$ cat config.mk
export PLATFORM = sky130hd
export DESIGN_NAME = mzc_carrier
export DESIGN_NICKNAME = d
export VERILOG_FILES = /design/src/core/mzc_pkg.sv /design/src/core/mzc_sync.sv /design/src/core/mzc_busclk.sv /design/src/core/mzc_carrier.sv
export VERILOG_INCLUDE_DIRS = /design/src /design/src/core
export SDC_FILE = /design/constraint.sdc
export NUM_CORES = 1
export LEC_CHECK = 0
export BUFFER_PORTS_ARGS = -buffer_cell sky130_fd_sc_hd__clkbuf_2
export CORE_MARGIN = 4
export CORE_UTILIZATION = 53
export CTS_BUF_LIST = sky130_fd_sc_hd__clkbuf_8
export CTS_CLUSTER_SIZE = 30
export DETAILED_ROUTE_END_ITERATION = 7
export PLACE_DENSITY = 0.83
export SYNTH_ARGS = -nofsm -noshare
export SYNTH_HDL_FRONTEND = slang
export SYNTH_SLANG_ARGS = --single-unit
$ cat constraint.sdc
create_clock -name clock -period 3.2 [get_ports clock]
set_clock_uncertainty 0.15 [all_clocks]
set_input_delay 0.64 -clock clock [delete_from_list [all_inputs] [get_ports clock]]
set_output_delay 0.64 -clock clock [all_outputs]
set_load 0.02 [all_outputs]
$ cat src/core/mzc_cfg.svh
// Timing, size and encoding constants for the mezzanine carrier port.
// Included by the package, mzc_busclk and mzc_carrier; definitions only.
`ifndef MZC_CFG_SVH
`define MZC_CFG_SVH

`define MZC_CLK_MHZ 125
`define MZC_BUS_MHZ 8
`define MZC_ACC_W 8
`define MZC_SLOTS 4
`define MZC_DATA_W 16
`define MZC_ADDR_W 6
`define MZC_ID_BYTES 32
`define MZC_ACK_TMO 64
`define MZC_TMO_W 8
`define MZC_WAIT_W 12
`define MZC_RST_HOLD 8
`define MZC_STROBE_IDLE 4'hF
`define MZC_SLOT_ONE 4'h1
`define MZC_BE_WORD 2'h3
`define MZC_SYNC_W 41

`endif

$ cat src/core/mzc_pkg.sv
// Types shared by the carrier port and its user-side logic.
// Assumes mzc_cfg.svh is on the include path.
`include "mzc_cfg.svh"

package mzc_pkg;

  // Address space of one bus cycle; DMA uses the shared grant, no strobe
  typedef enum logic [2:0] {
    MZC_SP_ID  = 3'h0,
    MZC_SP_MEM = 3'h1,
    MZC_SP_VEC = 3'h2,
    MZC_SP_IO  = 3'h3,
    MZC_SP_DMA = 3'h4
  } mzc_space_t;

  typedef enum logic [3:0] {
    MZC_ST_IDLE  = 4'h1,
    MZC_ST_SETUP = 4'h2,
    MZC_ST_WAIT  = 4'h4,
    MZC_ST_END   = 4'h8
  } mzc_state_t;

  typedef struct packed {
    mzc_space_t space;
    logic [1:0] slot;
    logic [`MZC_ADDR_W-1:0] addr;
    logic write;
    logic [1:0] be;
    logic [`MZC_DATA_W-1:0] wdata;
  } mzc_req_t;

  typedef struct packed {
    logic [`MZC_DATA_W-1:0] rdata;
    logic timeout;
    logic terminated;
    logic write;
  } mzc_rsp_t;

endpackage

$ cat src/core/mzc_sync.sv
// Two-flop level synchroniser for pins arriving from the module slots.
// Assumes the inputs are quasi-static relative to the local clock.
module mzc_sync #(
  parameter int W = 1
) (
  input wire logic clock, // local clock
  input wire logic rst_n, // async reset, active low
  input wire logic [W-1:0] d, // asynchronous levels
  output logic [W-1:0] q // synchronised levels
);
  logic [W-1:0] meta_r;

  always_ff @(posedge clock or negedge rst_n)
  begin
    if (!rst_n)
    begin
      meta_r <= '0;
      q <= '0;
    end
    else
    begin
      meta_r <= d;
      q <= meta_r;
    end
  end
endmodule

$ cat src/core/mzc_busclk.sv
// Bus clock generator: phase accumulator dividing the local clock.
// Assumes CLK_MHZ is not an even multiple of BUS_MHZ; the average rate
// is exact, single half periods differ by one local cycle.
`include "mzc_cfg.svh"
module mzc_busclk #(
  parameter int CLK_MHZ = `MZC_CLK_MHZ,
  parameter int BUS_MHZ = `MZC_BUS_MHZ,
  parameter int ACC_W = `MZC_ACC_W
) (
  input wire logic clock, // local clock
  input wire logic rst_n, // async reset, active low
  output logic bus_clk, // generated bus clock level
  output logic rise, // pulse with bus clock going high
  output logic fall // pulse with bus clock going low
);
  localparam logic [ACC_W-1:0] INC = ACC_W'(2 * BUS_MHZ);
  localparam logic [ACC_W-1:0] MODV = ACC_W'(CLK_MHZ);

  logic [ACC_W-1:0] acc_r;
  wire [ACC_W-1:0] acc_sum = acc_r + INC;
  wire wrap = acc_sum >= MODV;
  wire [ACC_W-1:0] acc_nxt = wrap ? acc_sum - MODV : acc_sum;

  always_ff @(posedge clock or negedge rst_n)
  begin
    if (!rst_n)
    begin
      acc_r <= '0;
      bus_clk <= 1'b0;
      rise <= 1'b0;
      fall <= 1'b0;
    end
    else
    begin
      acc_r <= acc_nxt;
      bus_clk <= bus_clk ^ wrap;
      rise <= wrap & ~bus_clk;
      fall <= wrap & bus_clk;
    end
  end
endmodule

$ cat src/core/mzc_carrier.sv
// Carrier end of the mezzanine I/O port: one cycle engine serving up to
// four slots. Assumes user requests come from logic on the same clock
// and that every slot pin arrives asynchronously.
//
// Overview of operation
// - Free-running 8 MHz bus clock, transfers synchronous
// - Active-low reset halts module activity
// - Shared 16-bit bidirectional data bus
// - Byte enables qualify low, high byte
// - Direction high read, low write
// - Identity strobe reads 32-byte identity memory
// - Separate strobe copies for every slot
// - Memory strobe for memory cycles
// - Vector strobe reads interrupt vector
// - I/O strobe for input, output cycles
// - One shared active-low DMA grant qualifier
// - Second DMA grant never driven
// - Either end may assert DMA terminate
// - Six address lines starting at bit one
// - Four identical slots supported together
`include "mzc_cfg.svh"
module mzc_carrier #(
  parameter int SLOTS = `MZC_SLOTS,
  parameter int ACK_TMO = `MZC_ACK_TMO,
  parameter int RST_HOLD = `MZC_RST_HOLD
) (
  input wire logic clock, // 125 MHz local clock
  input wire logic rst_n, // async reset, active low
  input wire logic req_valid, // cycle request present
  input wire mzc_pkg::mzc_req_t req, // cycle request
  output logic req_ready, // request taken when high with valid
  output logic rsp_valid, // one-cycle answer strobe
  output mzc_pkg::mzc_rsp_t rsp, // answer of the last cycle
  input wire logic dma_end_assert, // carrier asserts DMA terminate
  output logic dma_end_seen, // terminate line seen low
  output logic [SLOTS-1:0] svc_req0, // slot service request 0
  output logic [SLOTS-1:0] svc_req1, // slot service request 1
  output logic [SLOTS-1:0] fault, // slot fatal error
  output logic [SLOTS-1:0] dma_pend0, // slot DMA channel 0 request
  output logic [SLOTS-1:0] dma_pend1, // slot DMA channel 1 request
  output logic bus_clock_out, // bus clock to all slots
  output logic bus_reset_n, // bus reset, active low
  input wire logic [`MZC_DATA_W-1:0] shared_data_lines_i, // data in
  output logic [`MZC_DATA_W-1:0] shared_data_lines_o, // data out
  output logic shared_data_lines_oe_n, // data drive, low drives
  output logic low_byte_enable_n, // low byte qualifier
  output logic high_byte_enable_n, // high byte qualifier
  output logic read_not_write, // high read, low write
  output logic [`MZC_ADDR_W:1] module_address, // address bits 6..1
  output logic [SLOTS-1:0] identity_space_strobe_n, // identity space
  output logic [SLOTS-1:0] memory_space_strobe_n, // memory space
  output logic [SLOTS-1:0] vector_fetch_strobe_n, // vector fetch
  output logic [SLOTS-1:0] io_space_strobe_n, // I/O space
  output logic dma_grant_qualifier_n, // shared DMA grant
  input wire logic dma_terminate_n_i, // terminate line level
  output logic dma_terminate_n_o, // terminate drive value
  output logic dma_terminate_n_oe_n, // terminate drive, low drives
  input wire logic [SLOTS-1:0] dma_request_ch0, // DMA request ch 0
  input wire logic [SLOTS-1:0] dma_request_ch1, // DMA request ch 1
  input wire logic [SLOTS-1:0] service_request0_n, // service req 0
  input wire logic [SLOTS-1:0] service_request1_n, // service req 1
  input wire logic [SLOTS-1:0] module_error_n, // fatal error
  input wire logic [SLOTS-1:0] module_ack_n // transfer acknowledge
);
  import mzc_pkg::*;

  // ----------------------------------------------------------------
  // Bus clock and pin synchronisers
  // ----------------------------------------------------------------
  logic rise_tick;
  logic fall_tick;
  logic [`MZC_SYNC_W-1:0] sync_q;

  mzc_busclk #(
    .CLK_MHZ(`MZC_CLK_MHZ),
    .BUS_MHZ(`MZC_BUS_MHZ),
    .ACC_W(`MZC_ACC_W)
  ) u_busclk (
    .clock(clock),
    .rst_n(rst_n),
    .bus_clk(bus_clock_out),
    .rise(rise_tick),
    .fall(fall_tick)
  );

  // Active-low pins inverted ahead of the first flop only
  mzc_sync #(.W(`MZC_SYNC_W)) u_sync (
    .clock(clock),
    .rst_n(rst_n),
    .d({~module_ack_n, shared_data_lines_i, ~dma_terminate_n_i,
        dma_request_ch0, dma_request_ch1, ~service_request0_n,
        ~service_request1_n, ~module_error_n}),
    .q(sync_q)
  );

  wire [SLOTS-1:0] ack_s = sync_q[40:37];
  wire [`MZC_DATA_W-1:0] rdata_s = sync_q[36:21];
  wire term_s = sync_q[20];

  // Status levels reach the user straight from the second flop
  assign dma_pend0 = sync_q[19:16];
  assign dma_pend1 = sync_q[15:12];
  assign svc_req0 = sync_q[11:8];
  assign svc_req1 = sync_q[7:4];
  assign fault = sync_q[3:0];

  // ----------------------------------------------------------------
  // Bus reset
  // ----------------------------------------------------------------
  logic [`MZC_TMO_W-1:0] rst_cnt_r;
  wire rst_done = rst_cnt_r == `MZC_TMO_W'(RST_HOLD);

  always_ff @(posedge clock or negedge rst_n)
  begin
    if (!rst_n)
    begin
      rst_cnt_r <= '0;
      bus_reset_n <= 1'b0;
    end
    else
    begin
      if (rise_tick && !rst_done)
        rst_cnt_r <= rst_cnt_r + 1'b1;
      bus_reset_n <= rst_done;
    end
  end

  // ----------------------------------------------------------------
  // Cycle decode
  // ----------------------------------------------------------------
  mzc_state_t state_r;
  mzc_state_t state_nxt;
  mzc_req_t cur_r;
  logic [`MZC_TMO_W-1:0] tmo_r;

  wire [SLOTS-1:0] slot_sel = `MZC_SLOT_ONE << cur_r.slot;
  wire is_dma = cur_r.space == MZC_SP_DMA;
  // Identity and vector spaces are read-only
  wire rd_only = cur_r.space == MZC_SP_ID
              || cur_r.space == MZC_SP_VEC;
  wire cyc_read = rd_only || !cur_r.write;
  wire [1:0] be_lo = cyc_read ? `MZC_BE_WORD : cur_r.be;
  wire ack_hit = |(ack_s & slot_sel) || (is_dma && term_s);
  wire tmo_hit = tmo_r == `MZC_TMO_W'(ACK_TMO - 1);
  wire launch = state_r == MZC_ST_SETUP && fall_tick;
  wire sample = state_r == MZC_ST_WAIT && rise_tick;
  wire finish = state_r == MZC_ST_END && fall_tick;

  // One strobe per cycle, one slot per cycle
  wire [SLOTS-1:0] id_sel = cur_r.space == MZC_SP_ID ? slot_sel : '0;
  wire [SLOTS-1:0] mem_sel = cur_r.space == MZC_SP_MEM ? slot_sel : '0;
  wire [SLOTS-1:0] vec_sel = cur_r.space == MZC_SP_VEC ? slot_sel : '0;
  wire [SLOTS-1:0] io_sel = cur_r.space == MZC_SP_IO ? slot_sel : '0;
  // No second grant line exists; that pin is left unconnected.

  always_comb
  begin
    state_nxt = state_r;
    case (state_r)
      MZC_ST_IDLE:
        if (req_valid && req_ready)
          state_nxt = MZC_ST_SETUP;
      MZC_ST_SETUP:
        if (fall_tick)
          state_nxt = MZC_ST_WAIT;
      MZC_ST_WAIT:
        if (rise_tick && (ack_hit || tmo_hit))
          state_nxt = MZC_ST_END;
      MZC_ST_END:
        if (fall_tick)
          state_nxt = MZC_ST_IDLE;
      default:
        state_nxt = MZC_ST_IDLE;
    endcase
  end

  // ----------------------------------------------------------------
  // Cycle engine
  // ----------------------------------------------------------------
  always_ff @(posedge clock or negedge rst_n)
  begin
    if (!rst_n)
    begin
      state_r <= MZC_ST_IDLE;
      cur_r <= '0;
      tmo_r <= '0;
      req_ready <= 1'b0;
      rsp_valid <= 1'b0;
      rsp <= '0;
    end
    else
    begin
      state_r <= state_nxt;
      req_ready <= state_nxt == MZC_ST_IDLE && rst_done;
      rsp_valid <= finish;
      if (req_valid && req_ready)
        cur_r <= req;
      if (launch)
        tmo_r <= '0;
      else if (sample)
        tmo_r <= tmo_r + 1'b1;
      if (sample && (ack_hit || tmo_hit))
      begin
        // Unanswered reads give zero, never a floating bus
        rsp.rdata <= cyc_read && ack_hit ? rdata_s : '0;
        rsp.timeout <= !ack_hit;
        rsp.terminated <= is_dma && term_s;
        rsp.write <= !cyc_read;
      end
    end
  end

  // Pins change only on bus clock falls; held through the wait
  always_ff @(posedge clock or negedge rst_n)
  begin
    if (!rst_n)
    begin
      identity_space_strobe_n <= `MZC_STROBE_IDLE;
      memory_space_strobe_n <= `MZC_STROBE_IDLE;
      vector_fetch_strobe_n <= `MZC_STROBE_IDLE;
      io_space_strobe_n <= `MZC_STROBE_IDLE;
      dma_grant_qualifier_n <= 1'b1;
      read_not_write <= 1'b1;
      low_byte_enable_n <= 1'b1;
      high_byte_enable_n <= 1'b1;
      module_address <= '0;
      shared_data_lines_o <= '0;
      shared_data_lines_oe_n <= 1'b1;
    end
    else if (launch)
    begin
      identity_space_strobe_n <= ~id_sel;
      memory_space_strobe_n <= ~mem_sel;
      vector_fetch_strobe_n <= ~vec_sel;
      io_space_strobe_n <= ~io_sel;
      dma_grant_qualifier_n <= ~is_dma;
      read_not_write <= cyc_read;
      low_byte_enable_n <= ~be_lo[0];
      high_byte_enable_n <= ~be_lo[1];
      module_address <= cur_r.addr;
      shared_data_lines_o <= cur_r.wdata;
      shared_data_lines_oe_n <= cyc_read;
    end
    else if (finish)
    begin
      identity_space_strobe_n <= `MZC_STROBE_IDLE;
      memory_space_strobe_n <= `MZC_STROBE_IDLE;
      vector_fetch_strobe_n <= `MZC_STROBE_IDLE;
      io_space_strobe_n <= `MZC_STROBE_IDLE;
      dma_grant_qualifier_n <= 1'b1;
      read_not_write <= 1'b1;
      low_byte_enable_n <= 1'b1;
      high_byte_enable_n <= 1'b1;
      shared_data_lines_oe_n <= 1'b1;
    end
  end

  // ----------------------------------------------------------------
  // DMA terminate, open drain
  // ----------------------------------------------------------------
  always_ff @(posedge clock or negedge rst_n)
  begin
    if (!rst_n)
    begin
      dma_terminate_n_o <= 1'b0;
      dma_terminate_n_oe_n <= 1'b1;
      dma_end_seen <= 1'b0;
    end
    else
    begin
      dma_terminate_n_o <= 1'b0;
      dma_terminate_n_oe_n <= ~dma_end_assert;
      dma_end_seen <= term_s;
    end
  end

  // ----------------------------------------------------------------
  // Checks
  // ----------------------------------------------------------------
  localparam int HALF_MIN = `MZC_CLK_MHZ / (2 * `MZC_BUS_MHZ);
  localparam int HALF_MAX = HALF_MIN + 1;
  localparam int WAIT_MAX = (ACK_TMO + 1) * 2 * HALF_MAX;
  logic [`MZC_TMO_W-1:0] hi_cnt_r;
  logic [`MZC_WAIT_W-1:0] wait_cnt_r;
  wire [4*SLOTS-1:0] all_strb_lo = ~{identity_space_strobe_n,
    memory_space_strobe_n, vector_fetch_strobe_n, io_space_strobe_n};

  always_ff @(posedge clock or negedge rst_n)
  begin
    if (!rst_n)
    begin
      hi_cnt_r <= '0;
      wait_cnt_r <= '0;
    end
    else
    begin
      hi_cnt_r <= bus_clock_out ? hi_cnt_r + 1'b1 : '0;
      wait_cnt_r <= state_r == MZC_ST_WAIT ? wait_cnt_r + 1'b1 : '0;
    end
  end
endmodule

======== Word level (Yosys, flattened, before mapping) ========
Cells that the tools add are included.
word-level totals
  register bits after elaboration ......... 209
  bits in latches ......................... 0
  memory bits (writable) .................. 0
  memory bits (read-only) ................. 0
  input port bits ......................... 75
  output and inout bits ................... 89
  logic and storage cells ................. 115
  memories ................................ 0
cells by class
  add/sub/neg operators ................... 4
  multipliers ............................. 0
  div/mod/pow operators ................... 0
  magnitude comparators ................... 1
  equal/unequal tests ..................... 11
  shifts and indexed selects .............. 1
  mux-type cells .......................... 24
  bitwise gates (word level) .............. 18
  reductions and logical operators ........ 22
operator list
  kind                                                 number
  2-to-1 mux 4 bit                                     13
  inverter 4 bit                                       8
  2-to-1 mux 8 bit                                     3
  adder 8 x 1 -> 8 bit, second input constant          2
  2-to-1 mux 16 bit                                    1
  one-hot mux 4 bit (4 select lines)                   1
  logical AND 1 bit                                    10
  adder 8 x 5 -> 8 bit, second input constant          1
  == test 4 x 1 -> 1 bit, second input constant        2
  == test 8 x 4 -> 1 bit, second input constant        1
  == test 8 x 6 -> 1 bit, second input constant        1
  >= comparator 8 x 7 -> 1 bit, second input constant  1
  subtractor 8 x 7 -> 8 bit, second input constant     1
  == test 3 x 2 -> 1 bit, second input constant        2
  inverter 1 bit                                       6
  2-to-1 mux 1 bit                                     5
  bitwise AND 4 bit                                    1
  == test 4 x 2 -> 1 bit, second input constant        1
  == test 4 x 3 -> 1 bit, second input constant        1
  == test 4 bit, second input constant                 1
  zero test 1 bit                                      4
  logical OR 1 bit                                     4
  nonzero test 2 bit                                   2
  OR reduction 4 bit                                   1
  7 further kinds                                      8

======== Logic depth before layout (Yosys ltp) ========
  depth in word-level cells ............... 10
  mapped depth ............................ 8
  gate-level depth less buffers ........... 7

======== By module ========
A second synthesis with hierarchy kept.
unflattened totals
  cell total of the unflattened synthesis .. 524
  area total of the unflattened synthesis .. 7,408.4 µm²
modules (own cells, without submodules)
  module       instances  cells an instance  area each (µm²)  seq. area each (µm²)
  mzc_carrier  1          390                4,758.3          2,930.3
  mzc_sync     1          82                 2,052.0          2,052.0
  mzc_busclk   1          52                 598.1            275.3

======== Worst setup path after synthesis ========
Ideal clock, no wire load.
  path kind ............................... register to register
  start ................................... register state_r[1]
  end ..................................... register tmo_r[7]
  setup time .............................. 0.078 ns
  data arrival time ....................... 2.024 ns
  data required time ...................... 2.972 ns
  path slack .............................. 0.948 ns
  cell stages (with the launch flop) ...... 6
  buffers on the path ..................... 1
  clock period less this slack ............ 2.252 ns
  path through ............................ dfrtp_1 -> buf_6 -> or4b_4 -> or4b_4 -> or3_1 -> a21oi_1
on the way
  word-level cells in the longest chain between the ends .. 3
  elaborated cells on any way between the ends .. 6
  those cells by class .................... eq/ne (2); mux (1); reduce/logical (3)
ends and longest elaborated chain
  item                                                              RTL line                                RTL
  from (decl)                                                       mzc_carrier.sv:131                      mzc_state_t state_r;
  from (signal assigned)                                            mzc_carrier.sv:193                      state_r <= state_nxt;
  == test 4 x 2 -> 1 bit or == test 4 x 3 -> 1 bit (tied branches)  mzc_carrier.sv:145, mzc_carrier.sv:146
  logical AND 1 bit (on tied branches)                              mzc_carrier.sv:145, mzc_carrier.sv:146
  2-to-1 mux 8 bit or nonzero test 2 bit (tied branches)            n/a
  to (signal assigned)                                              mzc_carrier.sv:201                      tmo_r <= tmo_r + 1'b1;
  to (decl)                                                         mzc_carrier.sv:134                      logic [`MZC_TMO_W-1:0] tmo_r;
Several ways; a longest one is shown, not always the timed one.
A chain may end at the register's enable or synchronous reset.

======== Worst setup path after layout ========
  start ................................... register state_r[3]
  end ..................................... register memory_space_strobe_n[0]
on the way
  word-level cells in the longest chain between the ends .. 3
  elaborated cells on any way between the ends .. 6
  those cells by class .................... eq/ne (2); mux (1); reduce/logical (3)
ends and longest elaborated chain
  item                                                     RTL line                                RTL
  == test 4 x 2 -> 1 bit or == test 4 bit (tied branches)  mzc_carrier.sv:145, mzc_carrier.sv:147
  logical AND 1 bit (on tied branches)                     mzc_carrier.sv:145, mzc_carrier.sv:147
  2-to-1 mux 4 bit or nonzero test 2 bit (tied branches)   n/a
  to (signal assigned)                                     mzc_carrier.sv:219                      memory_space_strobe_n <= `MZC_STROBE_IDLE;
  to (signal assigned)                                     mzc_carrier.sv:233                      memory_space_strobe_n <= ~mem_sel;
  to (signal assigned)                                     mzc_carrier.sv:247                      memory_space_strobe_n <= `MZC_STROBE_IDLE;
  to (decl)                                                mzc_carrier.sv:51                       output logic [SLOTS-1:0] memory_space_strobe_n,
Several ways; a longest one is shown, not always the timed one.

==> flow_summary.yaml <==
clocking:
  cts_setup_buffers: 0
  cts_resized: 0
  cts_made_buffers: 34
  clock_sinks: 209
  cts_buffer_depth: 3
  cts_root_buf: "clkbuf_8"
  cts_tree: "built"
  htreeDepth: 2
  cts-hold-fix-buffers: 0
  clk_pin_slew_ns: 0.06
  clk_latency_ns: 0.50
logic_synthesis:
  yosys_most_used_dff: "dfrtp_1"
  syn_area_um2: 7500
  synth_edf_count: 0
  synth_area_leaders: "dfrtp_1, dfstp_2, mux2_2"
  ys_seq_elements: 209
  synth-async-reset-ratio_pct: 100
  synth_nets: 638
  syn_avg_cell_area_um2: 13.5
  yosysWarnings: 0
  yosys.area.top_type_share_pct: 62.4
  yosys.area.top_type: "dfrtp_1"
  ys_seq_area_share_pct: 70.1
  synth_cell_types: 48
  synthCells: 554
grt:
  grt_pass1_wl_um: 24900
  grt_pass1_vias: 5060
  track_usage_pct: 19.2
  grt_max_degree: 75
  grt_antenna_before_repair: 0
  overflow: 0
detailed_routing:
  first_pass_iters: 7
  dr.max_layer_used: "met4"
  drtIter0Drc: 355
  wl_um: 14900
  drt-met1-wl_um: 5860
  via_per_inst: 5.09
  post_drt_wl_per_cell_um: 16.2
  drc: 0
  met3_length_um: 941
  num_vias: 4685
  wl_met2_um: 7710
  antenna_left: 0
timing:
  fmax_mhz: 395
  fin_crit_sh_pct: 79.2
  fin_setup_tns_ns: 0
  slew_headroom_pct: 43.2
  rsz0062_at_grt: "no"
  hold_viol: 0
  tightest_slew_ns: 0.839
  fin_crit_ns: 2.53
  setup_slack_ns: 0.667
  finalMaxSlewViolations: 0
  setup_viol: 0
layout:
  drive_gt1_share_pct: 38.1
  diodes: 0
  final_cell_mix: "dfrtp_1, clkbuf_2, nand2_1"
  area_delta_synth_final_pct: 21.3
  fin_cells: 921
  fillCellCount: 1013
  fin_nets: 800
  mostFrequentLayoutCell: "dfrtp_1"
hold_path:
  worstHoldPathType: "input port to async pin"
pwr:
  clkPwrFrac_pct: 45.2
  p_int_mw: 4.14
  pwr-share-comb_pct: 2.7
  p_total_mw: 5.22
  ir_worst_vdd_v: 0.000361
  p_sw_mw: 1.08
  leakagePower_nw: 4.76
  pwr-share-seq_pct: 52.1
  switching_share_pct: 20.7
  power_density_nw_per_um2: 574
critical_path:
  critPathCaptureType: "flop"
  crit_fanout: 29
  crit_type: "flop to flop"
  crit_arrival_ns: 2.80
  startpoint_type: "flop"
  cp_data_required_time_ns: 3.47
outcome:
  outcome: "finished, final reports clean"
placement:
  port_buffers: 162
  dpl.cell_count: 860
  post-place-ws_ns: 0.726
  place_congestion: 0.787
  hpwlAfterDp_um: 10400
flow_run:
  maxCapViolCount: 0
floorplan:
  core_um2: 13900
  start_util_pct: 54.0
  fp.dieH_um: 127
  die_x_um: 127
  io_pins: 164
  dieArea_um2: 16100
  rows: 43
[per-layer routing]
metal / track usage, % / vias to the layer above
li1: - / 2156
met1: 23.7 / 2330
met2: 32.3 / 162
met3: 4.51 / 37
met4: 8.39 / 0
met5: 0 / -
[power groups by stage]
stage,Combinational (mW),Sequential (mW),Clock [mW]
floorplan,0.0440,2.76,0
global placement,0.142,2.76,0
detailed placement,0.147,2.76,0
CTS,0.147,2.72,2.42
global route,0.161,2.72,2.56
finish,0.141,2.72,2.36
[path summary, 6_finish.rpt]
path	start	to	slack, ns	cells after the start
setup / recovery	state_r[3]	memory_space_strobe_n[0]	0.67	5
hold / removal	rst_n	u_sync.q[2]	0.006	1
setup reg to reg	state_r[3]	memory_space_strobe_n[0]	0.67	5
hold reg to reg	u_sync.meta_r[27]	u_sync.q[27]	0.20	0
max in group asynchronous	rst_n	high_byte_enable_n	2.10	2
min in group clock	dma_request_ch1[2]	u_sync.meta_r[14]	0.10	1
[through the flow]
step | hold slack (ns) | util, % | area (µm²)
floorplan | 0.181 | - | 7500
global placement | 0.181 | 60.2 | 8360
detailed placement | 0.185 | 60.2 | 8360
CTS | 0.00511 | 65.5 | 9090
global route | 0.0305 | 65.5 | 9090
finish | 0.00635 | 65.5 | 9090
[registers in the layout, indices dropped and copies added, names as in the netlist, 4 cells and up]
register and count:
memory_space_strobe_n 4, rsp 19, state_r 4, vector_fetch_strobe_n 4
u_sync.q 41, tmo_r 8, rst_cnt_r 8, cur_r 30
shared_data_lines_o 16, io_space_strobe_n 4, identity_space_strobe_n 4, u_sync.meta_r 41
module_address 6, u_busclk.acc_r 8
[critical path, stage by stage, from the launching register on]
cell and delay [ns]:
dfrtp_1 0.47, nor4b_1 0.55, nand2_1 0.15, buf_4 0.26, or4b_1 0.57, o32a_1 0.32
[final cells by class]
class	count	area, µm²	area share, %
Clock buffer	47	647	7.12
Clock inverter	14	86.3	0.950
Inverter	32	120	1.32
Multi-Input combinational cell	270	1860	20.4
Sequential cell	209	5260	57.8
Tap cell	180	225	2.48
Timing Repair Buffer	169	897	9.87
[cell usage after synthesis (all sizes together) (4+ instances only)]
cell	n
a21oi	7
a22o	16
a2bb2oi	6
and3	5
buf	30
clkbuf	13
dfrtp	187
dfstp	22
ha	9
inv	32
mux2	33
nand2	83
nand2b	4
nand3	8
nand4	4
nor2	15
nor3	4
o21ai	7
o22a	10
xnor2	12
xor2	6
[cells by family (layout without fill, tap and decap cells)]
logic type | Yosys count | after routing | share of synthesized area, %
fa+ha+maj | 9 | 9 | 1.50
compound gates | 60 | 60 | 6.29
xor+xnor | 18 | 18 | 2.10
flops | 209 | 209 | 70.1
simple gates | 146 | 146 | 9.31
buf+inv | 75 | 262 | 5.07
mux | 36 | 36 | 5.52
other cells | 1 | 1 | 0.0500
(Power assumes the default switching activity.)
